==> src/hdl/pat_pkg.sv <==
// Package with register map, field positions, reset values and state type of the PWM auto-reload timer
package pat_pkg;

    localparam int          ADDR_W        = 12;
    localparam int          DATA_W        = 32;
    localparam int          NUM_PWM       = 4;
    localparam int          NUM_CAP       = 2;

    // Register indices as printed; byte address is four times the index
    localparam logic [9:0]  IDX_DUTY3     = 10'h073;
    localparam logic [9:0]  IDX_DUTY2     = 10'h074;
    localparam logic [9:0]  IDX_DUTY1     = 10'h075;
    localparam logic [9:0]  IDX_DUTY0     = 10'h076;
    localparam logic [9:0]  IDX_PWMCTL    = 10'h077;
    localparam logic [9:0]  IDX_CSR       = 10'h078;
    localparam logic [9:0]  IDX_CAR       = 10'h079;
    localparam logic [9:0]  IDX_ARR       = 10'h07a;
    localparam logic [9:0]  IDX_ICCSR     = 10'h07b;
    localparam logic [9:0]  IDX_ICR1      = 10'h07c;
    localparam logic [9:0]  IDX_ICR2      = 10'h07d;

    // Control/status field positions
    localparam int          CSR_CLOCK_SOURCE_SELECT      = 7;
    localparam int          CSR_CC_HI     = 6;
    localparam int          CSR_CC_LO     = 4;
    localparam int          CSR_TCE       = 3;
    localparam int          CSR_FORCE_RELOAD      = 2;
    localparam int          CSR_OIE       = 1;
    localparam int          CSR_OVF       = 0;

    // Output control: enables in high nibble, polarities in low nibble
    localparam int          PWM_OE_LO     = 4;
    localparam int          PWM_OP_LO     = 0;

    // Capture control/status field positions
    localparam int          ICS_CS_LO     = 4;
    localparam int          ICS_CIE_LO    = 2;
    localparam int          ICS_CF_LO     = 0;

    localparam logic [7:0]  REG8_RST      = 8'h00;
    localparam logic [6:0]  PRESC_RST     = 7'h00;
    localparam logic [7:0]  CNT_TOP       = 8'hff;
    localparam logic [6:0]  PRESC_ONE     = 7'h01;
    localparam logic [7:0]  CNT_ONE       = 8'h01;

    typedef struct packed {
        logic [7:0]                  cnt;
        logic [6:0]                  presc;
        logic [7:0]                  arr;
        logic [NUM_PWM-1:0][7:0]     duty;
        logic [NUM_PWM-1:0][7:0]     ocr;
        logic [7:0]                  pwmctl;
        logic                        clock_source_select;
        logic [2:0]                  cc;
        logic                        count_enable_bit;
        logic                        overflow_irq_enable;
        logic                        ovf;
        logic [NUM_CAP-1:0]          cs;
        logic [NUM_CAP-1:0]          cie;
        logic [NUM_CAP-1:0]          cf;
        logic [NUM_CAP-1:0][7:0]     icr;
        logic [2:0]                  ext_s;
        logic [NUM_CAP-1:0][2:0]     cap_s;
        logic [NUM_PWM-1:0]          raw;
        logic [NUM_PWM-1:0]          pin;
        logic                        ovf_irq;
        logic [NUM_CAP-1:0]          cap_irq;
        logic                        wake;
        logic [DATA_W-1:0]           prdata;
    } pat_state_t;

endpackage

==> src/hdl/pat_timer.sv <==
// PWM auto-reload timer with prescaler, four PWM outputs, overflow flag and two input captures
`timescale 1ns/10ps

// Functional notes
// - 8-bit counter increments on each prescaler output tick.
// - Counter readable and writable on the fly through the counter access register.
// - On overflow the counter loads the reload value; prescaler is untouched.
// - 7-bit prescaler, select code n divides by two to the n.
// - Clock source select 0 picks CPU clock, 1 picks external clock.
// - Count enable low freezes prescaler and counter; high lets them run.
// - Reset clears counter, prescaler and control/status; CPU clock selected.
// - Force reload with enable, or counter write, clears the prescaler.
// - Four hidden compare values reload from duty registers at every overflow.
// - Output enable bit per channel drives that pin push-pull.
// - Common PWM period is counter period times 256 minus reload.
// - Overflow sets pin to inverse of polarity bit; compare match sets it to polarity level.
// - Overflow sets the flag; interrupt requested when its enable is set.
// - Event mode: flag sets after 256 minus reload external events.
// - Selected capture edge copies counter into capture register and sets flag.
// - Capture register blocked after a capture until software reads it.
// - Capture interrupt held while flag and its enable are both set.
// - Rising or falling trigger edge chosen per capture channel.
// - During halt an enabled capture interrupt still wakes the processor.
// - Reading the control/status register clears the overflow flag.
// - Force reload bit is write-only and reads as zero.
// - Edge select 0 means falling edge, 1 means rising edge.
// - Reading a capture value register clears that channel's flag.
module pat_timer
    import pat_pkg::*;
(
    input  wire logic                 clock,
    input  wire logic                 rst,
    input  wire logic                 psel,
    input  wire logic                 penable,
    input  wire logic                 pwrite,
    input  wire logic [ADDR_W-1:0]    paddr,
    input  wire logic [DATA_W-1:0]    pwdata,
    output logic      [DATA_W-1:0]    prdata,
    output logic                      pready,
    output logic                      pslverr,
    input  wire logic                 ext_clock_in,
    input  wire logic [NUM_CAP-1:0]   capture_pin_x,
    input  wire logic                 halt_mode,
    output logic      [NUM_PWM-1:0]   pwm_pin_x,
    output logic      [NUM_PWM-1:0]   pwm_pin_oe,
    output logic                      overflow_irq,
    output logic      [NUM_CAP-1:0]   capture_irq,
    output logic                      wake_req
);

    pat_state_t          s_r;
    pat_state_t          s_nxt;

    logic [9:0]          idx;
    logic                mapped;
    logic                acc;
    logic                wr;
    logic                rd;
    logic                ext_rise;
    logic                in_tick;
    logic                run;
    logic [6:0]          tap_mask;
    logic                cnt_tick;
    logic                ovf_tick;
    logic                wr_car;
    logic                force_ld;
    logic                csr_rd;
    logic [NUM_CAP-1:0]  cap_edge;
    logic [NUM_CAP-1:0]  icr_rd;
    logic [7:0]          rmux;

    assign idx    = paddr[ADDR_W-1:2];
    assign mapped = (paddr[1:0] == 2'b00) && (idx >= IDX_DUTY3) && (idx <= IDX_ICR2);
    // Zero-wait slave; read data was latched in the setup cycle
    assign pready  = 1'b1;
    assign pslverr = psel && penable && !mapped;

    always_comb begin
        rmux = REG8_RST;
        case (idx)
            IDX_DUTY3:  rmux = s_r.duty[3];
            IDX_DUTY2:  rmux = s_r.duty[2];
            IDX_DUTY1:  rmux = s_r.duty[1];
            IDX_DUTY0:  rmux = s_r.duty[0];
            IDX_PWMCTL: rmux = s_r.pwmctl;
            // Force reload reads back as zero
            IDX_CSR:    rmux = {s_r.clock_source_select, s_r.cc, s_r.count_enable_bit, 1'b0, s_r.overflow_irq_enable, s_r.ovf};
            IDX_CAR:    rmux = s_r.cnt;
            IDX_ARR:    rmux = s_r.arr;
            IDX_ICCSR:  rmux = {2'b00, s_r.cs, s_r.cie, s_r.cf};
            IDX_ICR1:   rmux = s_r.icr[0];
            IDX_ICR2:   rmux = s_r.icr[1];
            default:    rmux = REG8_RST;
        endcase
    end

    always_comb begin
        s_nxt    = s_r;
        acc      = psel && penable;
        wr       = acc && pwrite && mapped;
        rd       = acc && !pwrite && mapped;
        csr_rd   = rd && (idx == IDX_CSR);
        wr_car   = wr && (idx == IDX_CAR);
        force_ld = wr && (idx == IDX_CSR) && pwdata[CSR_FORCE_RELOAD] && pwdata[CSR_TCE];

        // Only the second and third stages feed any logic
        s_nxt.ext_s = {s_r.ext_s[1:0], ext_clock_in};
        ext_rise    = s_r.ext_s[1] && !s_r.ext_s[2];
        in_tick     = s_r.clock_source_select ? ext_rise : 1'b1;
        run         = s_r.count_enable_bit && in_tick;
        tap_mask    = 7'((8'h01 << s_r.cc) - 8'h01);
        cnt_tick    = run && ((s_r.presc & tap_mask) == tap_mask);
        ovf_tick    = cnt_tick && (s_r.cnt == CNT_TOP);

        // Prescaler: no direct access, cleared by counter write or forced reload
        if (wr_car || force_ld) begin
            s_nxt.presc = PRESC_RST;
        end else if (run) begin
            s_nxt.presc = s_r.presc + PRESC_ONE;
        end

        if (wr_car) begin
            s_nxt.cnt = pwdata[7:0];
        end else if (force_ld) begin
            s_nxt.cnt = s_r.arr;
        end else if (ovf_tick) begin
            s_nxt.cnt = s_r.arr;
        end else if (cnt_tick) begin
            s_nxt.cnt = s_r.cnt + CNT_ONE;
        end

        // Set wins over the read clear so no overflow is lost
        s_nxt.ovf = ovf_tick || (s_r.ovf && !csr_rd);

        if (wr && (idx == IDX_CSR)) begin
            s_nxt.clock_source_select = pwdata[CSR_CLOCK_SOURCE_SELECT];
            s_nxt.cc   = pwdata[CSR_CC_HI:CSR_CC_LO];
            s_nxt.count_enable_bit  = pwdata[CSR_TCE];
            s_nxt.overflow_irq_enable  = pwdata[CSR_OIE];
        end
        if (wr && (idx == IDX_ARR)) begin
            s_nxt.arr = pwdata[7:0];
        end
        if (wr && (idx == IDX_PWMCTL)) begin
            s_nxt.pwmctl = pwdata[7:0];
        end
        if (wr && (idx == IDX_ICCSR)) begin
            s_nxt.cs  = pwdata[ICS_CS_LO +: NUM_CAP];
            s_nxt.cie = pwdata[ICS_CIE_LO +: NUM_CAP];
        end

        for (int i = 0; i < NUM_PWM; i++) begin
            if (wr && (idx == 10'(IDX_DUTY0 - 10'(i)))) begin
                s_nxt.duty[i] = pwdata[7:0];
            end
            // Double buffering keeps a duty change glitch free
            if (ovf_tick) begin
                s_nxt.ocr[i] = s_r.duty[i];
                s_nxt.raw[i] = 1'b1;
            end else if (cnt_tick && (s_r.cnt == s_r.ocr[i])) begin
                s_nxt.raw[i] = 1'b0;
            end
            // Polarity flip takes effect at once, not at the next period
            s_nxt.pin[i] = s_nxt.pwmctl[PWM_OE_LO + i] && (s_nxt.raw[i] ^ s_nxt.pwmctl[PWM_OP_LO + i]);
        end

        for (int i = 0; i < NUM_CAP; i++) begin
            s_nxt.cap_s[i] = {s_r.cap_s[i][1:0], capture_pin_x[i]};
            cap_edge[i]    = s_r.cs[i] ? (s_r.cap_s[i][1] && !s_r.cap_s[i][2])
                                       : (!s_r.cap_s[i][1] && s_r.cap_s[i][2]);
            icr_rd[i]      = rd && (idx == 10'(IDX_ICR1 + 10'(i)));
            // A new edge in the clearing read cycle is kept
            if (cap_edge[i] && (!s_r.cf[i] || icr_rd[i])) begin
                s_nxt.icr[i] = s_r.cnt;
                s_nxt.cf[i]  = 1'b1;
            end else if (icr_rd[i]) begin
                s_nxt.cf[i] = 1'b0;
            end
        end

        s_nxt.ovf_irq = s_nxt.ovf && s_nxt.overflow_irq_enable;
        s_nxt.cap_irq = s_nxt.cf & s_nxt.cie;
        // Capture logic stays on the timer clock, so it can wake from halt
        s_nxt.wake    = halt_mode && (|s_nxt.cap_irq);

        if (psel && !penable) begin
            s_nxt.prdata = {24'h000000, rmux};
        end
    end

    always_ff @(posedge clock) begin
        if (rst) begin
            s_r <= '0;
        end else begin
            s_r <= s_nxt;
        end
    end

    assign prdata       = s_r.prdata;
    assign pwm_pin_x    = s_r.pin;
    assign pwm_pin_oe   = s_r.pwmctl[PWM_OE_LO +: NUM_PWM];
    assign overflow_irq = s_r.ovf_irq;
    assign capture_irq  = s_r.cap_irq;
    assign wake_req     = s_r.wake;
endmodule

==> config.mk <==
export PLATFORM = sky130hd
export DESIGN_NAME = pat_timer
export DESIGN_NICKNAME = d
export VERILOG_FILES = /design/src/hdl/pat_pkg.sv /design/src/hdl/pat_timer.sv
export SDC_FILE = /design/constraint.sdc
export NUM_CORES = 1
export LEC_CHECK = 0
export BUFFER_PORTS_ARGS = -buffer_cell sky130_fd_sc_hd__buf_4
export CAP_MARGIN = 30
export CORE_ASPECT_RATIO = 1.75
export CORE_MARGIN = 2
export CORE_UTILIZATION = 30
export DETAILED_ROUTE_END_ITERATION = 16
export GPL_TIMING_DRIVEN = 0
export PLACE_DENSITY = 0.56
export RECOVER_POWER = 25
export SYNTH_ARGS = -nofsm -noshare
export SYNTH_HDL_FRONTEND = slang
export SYNTH_SLANG_ARGS = --single-unit
==> constraint.sdc <==
create_clock -name clock -period 2.7 [get_ports clock]
set_clock_uncertainty 0.2 [all_clocks]
set_input_delay 0.27 -clock clock [delete_from_list [all_inputs] [get_ports clock]]
set_output_delay 0.27 -clock clock [all_outputs]
set_load 0.01 [all_outputs]
==> results.sh <==
export IMPL_outcome="finished, final reports clean"
export IMPL_synth_edf_count=0
export IMPL_synth_seq_cells=153
export IMPL_dp_hpwl_um=23170
export IMPL_cp_arrival_ps=2730
export IMPL_start_kind="flop"
export IMPL_port_buffer_count=42
export IMPL_post_place_ws_ps=-522.3
export IMPL_drt_iter0_drc=583
export IMPL_ant_nets=0
export IMPL_core_area_um2=25340
export IMPL_track_usage=0.2194
export IMPL_seq_area_frac_synth=0.3961
export IMPL_dieArea_um2=27130
export IMPL_overflow=0
export IMPL_crit_type="flop to flop"
export IMPL_hp_class="input pin to flop"
export IMPL_num_nets_final=1076
export IMPL_drt_wl_total_um=29940
export IMPL_max_cap_violations=0
export IMPL_diodes=0
export IMPL_placementRows=77
export IMPL_slew_limit_headroom=0.3203
export IMPL_vias=7034
export IMPL_fmax_mhz=379.6
export IMPL_min_delay_start="pwrite"
export IMPL_die_w_um=125.4
export IMPL_cts_buffers=17
export IMPL_worstSetupEndpointType="flop"
export IMPL_grt_pass1_vias=6796
export IMPL_antenna_found_initial=0
export IMPL_hold_viol=0
export IMPL_finalSetupViolations=0
export IMPL_cts_htree_levels=4
export IMPL_clock_sinks=153
export IMPL_rrSetupSlack_ps=70
export IMPL_leakagePower_nw=3.363
export IMPL_grt_pass1_wl_um=43900
export IMPL_power_density_nw_per_um2=552.5
export IMPL_avgSynthCellArea_um2=8.388
export IMPL_holdPathStages=5
export IMPL_vias_per_cell=5.214
export IMPL_clkLatencyLatePin_ps=440
export IMPL_reg2reg_to="s_r[107]"
export IMPL_num_io_pins=99
export IMPL_drive_above_1_share=0.1791
export IMPL_fin_crit_ps=2634
export IMPL_syn_to_final_growth_pct=21.86
export IMPL_gp_congestion=1.005
export IMPL_async_flop_share=0
export IMPL_rsz0062_at_grt="no"
export IMPL_cts_tree="built"
export IMPL_synth_ff_type="dfxtp_1"
export IMPL_synth_cell_type_count=77
export IMPL_final_max_slew_viol_count=0
export IMPL_netlist_instances=922
export IMPL_drcViolationCount=0
export IMPL_ir_drop_v=0.0004029
export IMPL_worstMarginPinSlew_ps=1006
export IMPL_die_h_um=216.4
export IMPL_finalCritPeriodShare=0.9757
export IMPL_r2r_cells=8
export IMPL_yosysWarnings=0
export IMPL_start_util=0.3052
export IMPL_min_to="s_r[75]"
export IMPL_cts_root_buf="clkbuf_16"
export IMPL_timing_hold_ws_ps=147.4
export IMPL_clock_path_buffers=2
export IMPL_setup_slack_ps=65.64
export IMPL_avgRoutedWirePerCell_um=22.19
export IMPL_clk_pin_slew_worst_paths_ps=60
export IMPL_required_ps=2800
export IMPL_first_pass_iters=7
export IMPL_timing_rr_start="s_r[174]"
export IMPL_path_max_fanout=10
export IMPL_grt_max_degree=17
export IMPL_netlist_area_um2=7734
[per-layer routing]
metal / vias to the layer above / GRT usage / wire (um)
met5: - / 0 / 0
li1: 3336 / - / -
met3: 111 / 0.03579 / 1538
met4: 0 / 0.1967 / 3074
met1: 3283 / 0.2149 / 10240
met2: 304 / 0.3922 / 15090
[worst max path at each step]
stage,from,end,slack [ps],cells after the start
finish,s_r[174],s_r[107],70,8
global route,s_r[79],s_r[106],5,10
CTS,s_r[80],pwm_pin_x[3],2,8
detailed placement,s_r[80],pwm_pin_x[2],-520,8
global placement,s_r[80],pwm_pin_x[2],-530,8
floorplan,s_r[80],s_r[101],70,10
[metrics by stage]
stage                       util  total power [mW]  setup TNS, ps  std cells  area [um2]
after floorplan                -             2.485              0        945        7820
after global placement    0.3367             2.605         -17080       1303        8531
after detailed placement  0.3369             2.603         -15830       1304        8536
after CTS                 0.3709             5.244              0       1347        9399
after global routing      0.3719             5.350              0       1349        9424
final                     0.3719             5.207              0       1349        9424
[logic make-up after synthesis]
logic type,after synthesis,share of synthesized area
XOR/XNOR,44,0.04983
adder cells (fa/ha/maj),3,0.004854
AND/OR/NAND/NOR,349,0.2210
flip-flops,153,0.3961
multiplexers,52,0.07345
AO/OA/AOI/OAI,206,0.1731
buffers and inverters,113,0.08073
other,2,0.0009711
[final cells by class]
type,instances,area [um2]
Buffer,103,614.3
Inverter,7,26.28
Tap cell,316,395.4
Multi-Input combinational cell,679,4259
Clock inverter,13,200.2
Fill cell,2575,15910
Clock buffer,19,442.9
Sequential cell,153,3067
Timing Repair Buffer,59,419.2
[synthesized netlist by cell type, types with 6 or more instances]
| master | instances | area (um2) |
|---|---|---|
| and3_1 | 11 | 68.82 |
| buf_4 | 44 | 330.3 |
| mux2_2 | 8 | 90.09 |
| xnor2_1 | 39 | 341.6 |
| mux2i_1 | 41 | 410.4 |
| nand3_1 | 15 | 75.07 |
| buf_1 | 7 | 26.28 |
| and2_1 | 8 | 50.05 |
| nor3_1 | 12 | 60.06 |
| clkbuf_1 | 32 | 120.1 |
| o21ai_0 | 25 | 125.1 |
| dfxtp_1 | 153 | 3063 |
| a21oi_1 | 103 | 515.5 |
| nor2b_1 | 16 | 100.1 |
| nand2b_1 | 7 | 43.79 |
| a31oi_1 | 6 | 37.54 |
| or3_1 | 7 | 43.79 |
| buf_2 | 22 | 110.1 |
| inv_1 | 7 | 26.28 |
| o21a_1 | 6 | 45.04 |
| a22oi_1 | 10 | 75.07 |
| nand2_1 | 182 | 683.2 |
| nor2_1 | 47 | 176.4 |
| nand4_1 | 16 | 100.1 |
[worst max-delay path, stage by stage, from the launching register on]
cell and delay (ps):
dfxtp_1 300, buf_2 340, and4_1 310, nand4_1 350, or3_4 540, buf_6 160, buf_4 170, nand2_1 70
a21oi_1 50
[where the power goes]
group          total [mW]  internal [mW]  leakage, nW  switching [mW]
registers            2.27           2.26         1.23         0.00344
clock network        2.64           1.66        0.316           0.985
logic               0.297         0.0940         1.81           0.203
total                5.21           4.01         3.36            1.19
[registers in the layout, summed over array words and instances (netlist names)]
name          cells
s_nxt             6
pwm_pin_x         4
capture_irq       2
overflow_irq      1
pwm_pin_oe        4
wake_req          1
prdata            8
s_r             127
[what timing repair did]
| item | CTS | global route |
|---|---|---|
| setup endpoints to repair | 50 | 46 |
| pin swaps | 8 | 5 |
| gates cloned | 0 | 0 |
| hold endpoints to repair | 14 | 0 |
| buffers inserted | 6 | 4 |
| resized for setup | 20 | 17 |
| hold buffers | 6 | 0 |
[layout by cell type (no fill, tap or decap), types with 16 or more instances in the layout]
master and instances:
nand2_1 183, nor2_1 47, o21ai_0 24, clkbuf_16 17, buf_4 76, clkbuf_1 47, a21oi_1 103, conb_1 25
mux2i_1 41, nor2b_1 16, xnor2_1 38, dfxtp_1 150, nand4_1 16
(Power assumes the default switching activity.)
